--- src/hdl/fbo_consts.svh ---
// timing and field constants for the flash bus host controller
// assumes a 125 MHz clk; counts derive from ns figures
`ifndef FBO_CONSTS_SVH
`define FBO_CONSTS_SVH
`define FBO_CLK_NS 8
`define FBO_ACC_NS 70
`define FBO_WP_NS 35
`define FBO_WSETUP_NS 8
`define FBO_RH_NS 50
`define FBO_RP_NS 500
`define FBO_CYC_UP(ns) ((((ns) + `FBO_CLK_NS - 1) / `FBO_CLK_NS) < 1 ? 1 : \
	(((ns) + `FBO_CLK_NS - 1) / `FBO_CLK_NS))
`define FBO_ACC_CYC `FBO_CYC_UP(`FBO_ACC_NS)
`define FBO_WP_CYC `FBO_CYC_UP(`FBO_WP_NS)
`define FBO_WSETUP_CYC `FBO_CYC_UP(`FBO_WSETUP_NS)
`define FBO_RH_CYC `FBO_CYC_UP(`FBO_RH_NS)
`define FBO_RP_CYC `FBO_CYC_UP(`FBO_RP_NS)
// pins launch one cycle after the state, then four cycles through the synchroniser
`define FBO_RD_PIPE_CYC 5
`define FBO_CNT_W 8
`define FBO_A6_BIT 6
`define FBO_A1_BIT 1
`define FBO_A0_BIT 0
`define FBO_LOCK_A1 1'h1
`define FBO_LOCK_A0 1'h0
`define FBO_LO_BYTE_MSB 7
`define FBO_TOP_BIT 15
`define FBO_MID_LSB 8
`define FBO_MID_MSB 14
`endif

--- src/hdl/fbo_pkg.sv ---
// types for the flash bus host controller
// shared by the controller, its checker, the flash model and the bench
package fbo_pkg;
	typedef enum logic [2:0] {
		FBO_OP_READ = 3'h0,
		FBO_OP_WRITE = 3'h1,
		FBO_OP_LOCK = 3'h2,
		FBO_OP_UNLOCK = 3'h3,
		FBO_OP_RESET = 3'h4
	} fbo_op_t;
	typedef struct packed {
		fbo_op_t op;
		logic byte_mode;
		logic [17:0] addr;
		logic [15:0] wdata;
	} fbo_req_t;
	typedef struct packed {
		logic ce_n;
		logic oe_n;
		logic we_n;
		logic reset_n;
		logic high_id_voltage;
		logic byte_n;
		logic [16:0] addr;
	} fbo_ctl_t;
	typedef enum logic [2:0] {
		FBO_ST_IDLE = 3'h0,
		FBO_ST_RD = 3'h1,
		FBO_ST_WSET = 3'h2,
		FBO_ST_WPULSE = 3'h3,
		FBO_ST_WHOLD = 3'h4,
		FBO_ST_RST = 3'h5,
		FBO_ST_RREC = 3'h6
	} fbo_state_t;
endpackage

--- src/hdl/fbo_sync.sv ---
// three-stage synchroniser for pins from the flash device
// a change is taken once stages two and three agree
`timescale 1ns/10ps
`default_nettype none
module fbo_sync #(
	parameter int WIDTH = 1
) (
	input wire logic clk,
	input wire logic reset,
	input wire logic [WIDTH-1:0] din,
	output logic [WIDTH-1:0] dout
);
	logic [WIDTH-1:0] s1_reg;
	logic [WIDTH-1:0] s2_reg;
	logic [WIDTH-1:0] s3_reg;
	always_ff @(posedge clk) begin
		if (reset) begin
			s1_reg <= '0;
			s2_reg <= '0;
			s3_reg <= '0;
		end else begin
			s1_reg <= din;
			s2_reg <= s1_reg;
			s3_reg <= s2_reg;
		end
	end
	genvar i;
	generate
		for (i = 0; i < WIDTH; i++) begin : g_bit
			always_ff @(posedge clk) begin
				if (reset) begin
					dout[i] <= 1'b0;
				end else if (s2_reg[i] == s3_reg[i]) begin
					dout[i] <= s3_reg[i];
				end
			end
		end
	endgenerate
endmodule
`default_nettype wire

--- src/hdl/fbo_host.sv ---
// host-side controller driving a parallel boot-sector flash by its pins
// assumes the testbench resolves dq and the top data/address pin from enables
// Summary of operation
// - reads drive chip select and output gate low, write strobe high
// - command writes drive write strobe and chip select low, output gate high
// - sector lock: strobe low, id voltage on reset, A6 selects lock or unlock
`timescale 1ns/10ps
`default_nettype none
`include "fbo_consts.svh"
module fbo_host import fbo_pkg::*; #(
	parameter int CNT_W = `FBO_CNT_W
) (
	input wire logic clk,
	input wire logic reset,
	input wire logic req_valid,
	input wire fbo_req_t req,
	output logic req_ready,
	output logic [15:0] rsp_data,
	output logic rsp_valid,
	output logic dev_ready,
	output fbo_ctl_t ctl,
	output logic [14:0] dq_out,
	output logic [14:0] dq_oe,
	input wire logic [14:0] dq_in,
	output logic top_data_or_low_addr_out,
	output logic top_data_or_low_addr_oe,
	input wire logic top_data_or_low_addr_in,
	input wire logic ready_busy_n
);
	////////////////////////////////////////////////////////////////////////
	fbo_state_t state_reg;
	fbo_req_t cur_reg;
	logic [CNT_W-1:0] cnt_reg;
	logic [15:0] rd_sync;
	logic rb_sync;

	// all device pins are asynchronous to clk
	fbo_sync #(.WIDTH(17)) u_sync (
		.clk(clk),
		.reset(reset),
		.din({ready_busy_n, top_data_or_low_addr_in, dq_in}),
		.dout({rb_sync, rd_sync})
	);

	function automatic logic [15:0] pick_read(input logic byte_mode, input logic [15:0] d);
		// device already routes the chosen byte onto the low lane
		pick_read = byte_mode ? {8'h00, d[`FBO_LO_BYTE_MSB:0]} : d;
	endfunction

	// counts are one-based: the last cycle of a phase sees a value of one
	function automatic logic [CNT_W-1:0] cyc(input int n);
		cyc = CNT_W'(n);
	endfunction

	// write phases share one decode: select, data drive and id voltage follow it
	function automatic logic in_write(input fbo_state_t s);
		in_write = s inside {FBO_ST_WSET, FBO_ST_WPULSE, FBO_ST_WHOLD};
	endfunction

	////////////////////////////////////////////////////////////////////////
	// sequencer
	always_ff @(posedge clk) begin
		if (reset) begin
			state_reg <= FBO_ST_RST;
			cnt_reg <= cyc(`FBO_RP_CYC);
			cur_reg <= '0;
		end else begin
			unique case (state_reg)
				FBO_ST_IDLE: begin
					// requests outside idle are dropped, not queued
					if (req_valid) begin
						cur_reg <= req;
						unique case (req.op)
							FBO_OP_READ: begin
								state_reg <= FBO_ST_RD;
								// full access time covers leaving standby
								// data is taken only once the synchroniser has settled
								cnt_reg <= cyc(`FBO_ACC_CYC + `FBO_RD_PIPE_CYC);
							end
							FBO_OP_RESET: begin
								state_reg <= FBO_ST_RST;
								cnt_reg <= cyc(`FBO_RP_CYC);
							end
							default: begin
								state_reg <= FBO_ST_WSET;
								cnt_reg <= cyc(`FBO_WSETUP_CYC);
							end
						endcase
					end
				end
				FBO_ST_RD, FBO_ST_WHOLD, FBO_ST_RREC: begin
					if (cnt_reg > cyc(1)) begin
						cnt_reg <= cnt_reg - cyc(1);
					end else begin
						state_reg <= FBO_ST_IDLE;
					end
				end
				FBO_ST_WSET: begin
					if (cnt_reg > cyc(1)) begin
						cnt_reg <= cnt_reg - cyc(1);
					end else begin
						state_reg <= FBO_ST_WPULSE;
						cnt_reg <= cyc(`FBO_WP_CYC);
					end
				end
				FBO_ST_WPULSE: begin
					if (cnt_reg > cyc(1)) begin
						cnt_reg <= cnt_reg - cyc(1);
					end else begin
						// strobe rises here; address and data stay put through hold
						state_reg <= FBO_ST_WHOLD;
						cnt_reg <= cyc(`FBO_WSETUP_CYC);
					end
				end
				FBO_ST_RST: begin
					if (cnt_reg > cyc(1)) begin
						cnt_reg <= cnt_reg - cyc(1);
					end else begin
						state_reg <= FBO_ST_RREC;
						cnt_reg <= cyc(`FBO_RH_CYC);
					end
				end
				// unused code: fall back to a fresh device reset
				default: begin
					state_reg <= FBO_ST_RST;
					cnt_reg <= cyc(`FBO_RP_CYC);
				end
			endcase
		end
	end

	////////////////////////////////////////////////////////////////////////
	// pin drive
	always_ff @(posedge clk) begin
		if (reset) begin
			ctl <= '{ce_n: 1'b1, oe_n: 1'b1, we_n: 1'b1, reset_n: 1'b0,
				high_id_voltage: 1'b0, byte_n: 1'b1, addr: '0};
			dq_out <= '0;
			dq_oe <= '0;
			top_data_or_low_addr_out <= 1'b0;
			top_data_or_low_addr_oe <= 1'b0;
		end else begin
			// idle leaves chip select and reset high: device in standby
			ctl.ce_n <= !((state_reg == FBO_ST_RD) || in_write(state_reg));
			ctl.oe_n <= (state_reg != FBO_ST_RD);
			// strobe high outside the pulse keeps reads from turning into writes
			ctl.we_n <= (state_reg != FBO_ST_WPULSE);
			// reset pulse long enough to abort a running program or erase
			ctl.reset_n <= (state_reg != FBO_ST_RST);
			ctl.high_id_voltage <= (cur_reg.op inside {FBO_OP_LOCK, FBO_OP_UNLOCK}) &&
				in_write(state_reg);
			ctl.byte_n <= !cur_reg.byte_mode;
			// word address is the upper 17 bits; byte bit rides on pin 15
			ctl.addr <= cur_reg.addr[17:1];
			if (cur_reg.op == FBO_OP_LOCK || cur_reg.op == FBO_OP_UNLOCK) begin
				ctl.addr[`FBO_A6_BIT] <= (cur_reg.op == FBO_OP_UNLOCK);
				ctl.addr[`FBO_A1_BIT] <= `FBO_LOCK_A1;
				ctl.addr[`FBO_A0_BIT] <= `FBO_LOCK_A0;
			end
			// data driven only in write phases, never while the device may drive
			if (in_write(state_reg)) begin
				dq_out <= cur_reg.wdata[14:0];
				dq_oe[`FBO_LO_BYTE_MSB:0] <= '1;
				dq_oe[`FBO_MID_MSB:`FBO_MID_LSB] <= {7{!cur_reg.byte_mode}};
			end else begin
				dq_oe <= '0;
			end
			if (cur_reg.byte_mode) begin
				// in byte mode pin 15 is an address input, driven always
				top_data_or_low_addr_out <= cur_reg.addr[0];
				top_data_or_low_addr_oe <= 1'b1;
			end else begin
				top_data_or_low_addr_out <= cur_reg.wdata[`FBO_TOP_BIT];
				// word mode: pin floats outside writes so the device can drive it
				top_data_or_low_addr_oe <= in_write(state_reg);
			end
		end
	end

	////////////////////////////////////////////////////////////////////////
	// answers
	always_ff @(posedge clk) begin
		if (reset) begin
			rsp_data <= '0;
			rsp_valid <= 1'b0;
			req_ready <= 1'b0;
			dev_ready <= 1'b0;
		end else begin
			// array, id codes or status alike: host just samples the lanes
			rsp_valid <= (state_reg == FBO_ST_RD) && (cnt_reg == cyc(1));
			if ((state_reg == FBO_ST_RD) && (cnt_reg == cyc(1))) begin
				rsp_data <= pick_read(cur_reg.byte_mode, rd_sync);
			end
			req_ready <= (state_reg == FBO_ST_IDLE) && !req_valid;
			// low while the device programs, erases or recovers from reset
			dev_ready <= rb_sync;
		end
	end
endmodule
`default_nettype wire

--- config.mk ---
export PLATFORM = sky130hd
export DESIGN_NAME = fbo_host
export DESIGN_NICKNAME = d
export VERILOG_FILES = /design/src/hdl/fbo_pkg.sv /design/src/hdl/fbo_sync.sv /design/src/hdl/fbo_host.sv
export VERILOG_INCLUDE_DIRS = /design/src /design/src/hdl
export SDC_FILE = /design/constraint.sdc
export NUM_CORES = 1
export LEC_CHECK = 0
export BUFFER_PORTS_ARGS = -buffer_cell sky130_fd_sc_hd__clkbuf_2
export CAP_MARGIN = 25
export CORE_MARGIN = 2
export CORE_UTILIZATION = 60
export CTS_BUF_LIST = sky130_fd_sc_hd__clkbuf_8
export DETAILED_ROUTE_END_ITERATION = 7
export MAX_ROUTING_LAYER = met4
export PLACE_DENSITY_LB_ADDON = 0.08
export SYNTH_ARGS = -nofsm -noshare
export SYNTH_HDL_FRONTEND = slang
export SYNTH_SLANG_ARGS = --single-unit
--- constraint.sdc ---
create_clock -name clk -period 6.3 [get_ports clk]
set_input_delay 0.315 -clock clk [delete_from_list [all_inputs] [get_ports clk]]
set_output_delay 0.315 -clock clk [all_outputs]
set_load 0.05 [all_outputs]
Word-level counts from Yosys, hierarchy flattened
Cells that the tools add are included.
{ "classes": {"addsub": 1, "order_cmp": 1, "eq_ne": 36, "mux": 20, "bitwise": 1, "reduce_logical": 18} }
{ "ops": {"columns": ["cell", "n"], "rows": [
  ["$mux W8", 6],
  ["$pmux W8 S5", 1],
  ["$eq A1 B1 Y1", 17],
  ["$mux W16", 1],
  ["$mux W3", 5],
  ["$pmux W3 S5", 1],
  ["$eq A3 B2 Y1 const B", 4],
  ["$eq A3 B3 Y1 const B", 4],
  ["$ne A2 B2 Y1 const B", 6],
  ["$pmux W6 S2", 1],
  ["$eq A8 B1 Y1 const B", 1],
  ["$gt A8 B1 Y1 const B", 1],
  ["$sub A8 B1 Y8 const B", 1],
  ["$logic_not A3 Y1", 2],
  ["$pmux W3 S2", 1],
  ["$reduce_and A5 Y1", 1],
  ["$reduce_and A2 Y1", 2],
  ["$reduce_or A2 Y1", 2],
  ["$eq A3 B1 Y1 const B", 1],
  ["$logic_and A1 B1 Y1", 3],
  ["$logic_not A1 Y1", 3],
  ["$mux W1", 3],
  ["$ne A3 B1 Y1 const B", 1],
  ["$ne A3 B2 Y1 const B", 1],
  ["other kinds (7)", 8]
]} }
{ "word_totals": {"register_bits": 185, "inputBits": 58, "output_inout_bits": 74, "elab_cells": 120} }

Longest topological paths before layout
{ "depth": {"depth_word": 4, "depth_mapped": 8} }

Cells and area by module
From an unflattened synthesis, not the netlist that was laid out.
{ "hier_totals": {"cells_unflattened": 652, "hier_area_um2": 6114.6} }
{ "modules_own_cells": {"columns": ["module", "instances", "cells_per_inst", "area_per_inst_um2", "seq_area_each_um2"], "rows": [
  ["fbo_host", 1, 475, 4146.5, 2202.1],
  ["fbo_sync", 1, 177, 1968.1, 1361.3]
]} }

Worst setup path after synthesis
OpenSTA, ideal clock, no wires.
{ "synth_path": {"path_kind": "register -> register", "startpoint": "register cnt_reg[2]", "endpoint": "register rsp_data[10]", "setup_ps": 117, "t_arrival_ps": 2332, "t_required_ps": 6183, "setup_slack_ps": 3852, "stages_incl_launch_ff": 9, "path_buffers": 3, "period_less_slack_ps": 2448, "path_cell_list": "dfxtp_1 > or4_1 > buf_2 > or4b_4 > or2_1 > buf_6 > nor2b_4 > buf_6 > a22o_1"} }
{ "synth_via": {"elab_chain_len": 2} }
{ "synth_rtl": {"columns": ["item", "line_no", "rtl"], "rows": [
  ["start, declared", "fbo_host.sv:33", "logic [CNT_W-1:0] cnt_reg;"],
  ["start signal, assigned", "fbo_host.sv:65", "cnt_reg <= cyc(`FBO_RP_CYC);"],
  ["start signal, assigned", "fbo_host.sv:78", "cnt_reg <= cyc(`FBO_ACC_CYC + `FBO_RD_PIPE_CYC);"],
  ["start signal, assigned", "fbo_host.sv:82", "cnt_reg <= cyc(`FBO_RP_CYC);"],
  ["$eq A8 B1 Y1", "fbo_host.sv:191", "if ((state_reg == FBO_ST_RD) && (cnt_reg == cyc(1))) begin"],
  ["$logic_and A1 B1 Y1", "fbo_host.sv:191", null],
  ["end signal, assigned", "fbo_host.sv:192", "rsp_data <= pick_read(cur_reg.byte_mode, rd_sync);"],
  ["end, declared", "fbo_host.sv:18", "output logic [15:0] rsp_data,"]
]} }
Every way passes these cells.
A chain may end at the register's enable or synchronous reset.

Final worst setup path
{ "layout_path": {"startpoint": "register cnt_reg[2]", "endpoint": "register rsp_data[15]"} }
Same word-level chain as after synthesis.

==> results.py <==
metrics = {
    "setup_path": {
        "startpoint_type": "flip-flop",
        "startpoint": "cnt_reg[2]$_SDFFE_PP1P_",
        "worstSetupPathType": "flip-flop to flip-flop",
        "worstPathMaxFanout": 9,
        "critPathCaptureType": "flip-flop",
        "worstPathArrival_ns": 3.02,
        "critPathRequiredTime_ns": 6.65,
        "r2r-start": "cnt_reg[2]$_SDFFE_PP1P_",
    },
    "floorplanning": {
        "die_area_mm2": 0.0109,
        "start_util": 0.619,
        "ios": 132,
        "die-width_um": 104,
        "core_area_mm2": 0.00977,
        "die_h_um": 104,
        "num_rows": 36,
    },
    "global_route": {
        "grt_first_pass_wirelength_um": 19500,
        "grt_antenna_before_repair": 0,
        "grt_max_degree": 101,
        "grt_overflow": 0,
        "grt_usage": 0.229,
        "grt_pass1_vias": 4284,
    },
    "timing": {
        "tightestPinTransition_ns": 0.946,
        "fmax_mhz": 375,
        "setup_tns_ns": 0,
        "min_period_over_period": 0.423,
        "max_slew_margin": 0.369,
        "rsz0062_at_grt": "no",
        "fin_skew_ns": 0.00740,
        "setup_viol": 0,
        "finalHoldViolCount": 0,
        "drv_slew": 0,
        "fin_crit_ns": 2.67,
    },
    "clock_tree": {
        "cts_resized": 0,
        "ctsHoldBuffers": 0,
        "cts_buffers": 17,
        "clock_path_buffers": 2,
        "cts_num_sinks": 178,
        "cts-root-buf": "clkbuf_8",
        "h-tree-depth": 4,
        "cts_tree": "yes",
        "clk_transition_reported_paths_ns": 0.08,
        "post_cts_buffers": 0,
        "clock_latency_ns": 0.46,
    },
    "place": {
        "dp.cells": 851,
        "gp_congestion": 0.861,
        "port_buffers": 131,
        "dp_hpwl_um": 7870,
    },
    "synth": {
        "synthDistinctLibCells": 47,
        "synth_nets": 693,
        "synth_largest_type_area_fraction": 0.589,
        "netlist_top_cells_area": "dfxtp_1 (59%), nor2b_1 (7.0%), nand2_1 (6.5%)",
        "synth.cell_area_mm2": 0.00605,
        "synthArstFlopShare": 0,
        "synth_top_flop_cell": "dfxtp_1",
        "syn_inst": 633,
        "ys_seq_elements": 178,
        "synth_edf_count": 0,
        "synth_warnings": 0,
        "yosysTopAreaCell": "dfxtp_1",
        "syn_area_per_cell_um2": 9.55,
        "ys_seq_area_frac": 0.589,
    },
    "detailed_routing": {
        "drt_first_pass_iters": 4,
        "drt_iter0_drc": 199,
        "viasPerCell": 5.12,
        "wirelength_um": 11700,
        "detail_route.wl_per_cell_um": 13.2,
        "antenna_left": 0,
        "drc": 0,
        "vias": 4522,
    },
    "hold_path": {
        "hold_path_class": "input port to flip-flop",
        "worstHoldStart": "dq_in[5]",
    },
    "flow_run": {
        "maxCapViolations": 0,
    },
    "final_layout": {
        "instances_no_fill": 883,
        "areaGrowthSynthToFinish_pct": 17.2,
        "n_fill_cell": 745,
        "nets": 797,
        "layout_commonest_cell": "dfxtp_1",
        "final_cell_mix": "dfxtp_1 (178), clkbuf_2 (130), nand2_1 (105), nor2b_1 (68), a21oi_1 (60)",
        "largest_reg_flops": 38,
        "layout-drive-gt1-share": 0.228,
        "antenna_cells": 0,
    },
    "power_and_ir_drop": {
        "intPower_mw": 1.65,
        "p_sw_mw": 0.518,
        "p_sw_frac": 0.239,
        "vdd_ir_drop_max_mv": 0.206,
        "share_comb_of_total_power": 0.076,
        "leakage_nw": 3.04,
        "powerDensity_mw_per_mm2": 306,
        "seqPwrFrac": 0.541,
        "clock_power_share": 0.383,
    },
    "status": {
        "status": "finished clean",
    },
}
power by group through the flow:
stage	registers, mW	clock network (mW)	logic [mW]
finish	1.17	0.832	0.164
global route	1.18	0.896	0.179
CTS	1.17	0.850	0.163
detailed placement	1.20	0	0.162
global placement	1.20	0	0.160
floorplan	1.20	0	0.116
cell type report:
class,count,area [um2],share of cell area
clock inverters,14,188,0.0265
multi-input cells,401,2220,0.313
inverters,4,15.0,0.00212
well taps,133,166,0.0235
clock buffers,18,248,0.0350
flip-flops and latches,178,3560,0.503
repair buffers,135,688,0.0971
critical path, cell delays in order (launching register included):
cell	delay, ns
dfxtp_1	0.36
or4_1	0.65
or4b_4	0.58
or2_1	0.45
nor2b_4	0.25
a22o_1	0.27
cells by family (layout without fill, tap and decap cells):
logic type               count (synthesis)  after routing  share of synthesized area
AO/OA/AOI/OAI                          116            116                      0.113
XOR/XNOR                                 2              2                    0.00290
adder cells (fa/ha/maj)                  2              2                    0.00414
buffers and inverters                   54            171                     0.0443
flip-flops                             178            178                      0.589
multiplexers                            27             27                     0.0447
AND/OR/NAND/NOR                        254            254                      0.202
cells in the mapped netlist, types with 2 or more instances:
master,n
a22oi_1,2
o21ai_0,24
and2_1,3
o31ai_1,3
nand2b_1,4
xnor2_1,2
a22o_1,8
dfxtp_1,178
mux2i_1,27
inv_1,4
o21bai_1,2
buf_1,3
buf_4,13
or3_1,4
and3_1,2
nor2b_1,68
buf_6,2
nand2_1,105
nor4_1,3
or4_1,2
clkbuf_1,31
a221o_1,3
nor3_1,6
a31oi_1,3
nor2_1,44
a21oi_1,60
ha_1,2
nand3_1,6
path summary, 6_finish.rpt:
path	end	slack [ns]	cells after the start
hold / removal	u_sync.s1_reg[5]$_SDFF_PP0_	0.06	2
setup reg to reg	rsp_data[15]$_SDFFE_PP0P_	3.63	5
hold reg to reg	u_sync.s2_reg[8]$_SDFF_PP0_	0.44	1
setup / recovery	rsp_data[15]$_SDFFE_PP0P_	3.63	5
per-layer routing:
layer / track usage / part of all wire / vias up
li1: - / - / 2306
met1: 0.284 / 0.46 / 2068
met3: 0.0746 / 0.074 / 18
met4: 0.0975 / 0.017 / 0
met2: 0.344 / 0.45 / 130
met5: - / 0 / -
stage by stage:
stage	total power [mW]	hold WS (ns)	cell area, um2	util	setup WS, ns
final	2.17	0.0609	7090	0.725	3.63
after global routing	2.25	0.0495	7090	0.725	3.54
after CTS	2.19	0.0342	7090	0.725	3.63
after detailed placement	1.36	0.423	6650	0.681	3.65
after global placement	1.36	0.417	6650	0.681	3.68
after floorplan	1.32	0.414	6050	-	3.85
Power figures use the tool's default switching activity.
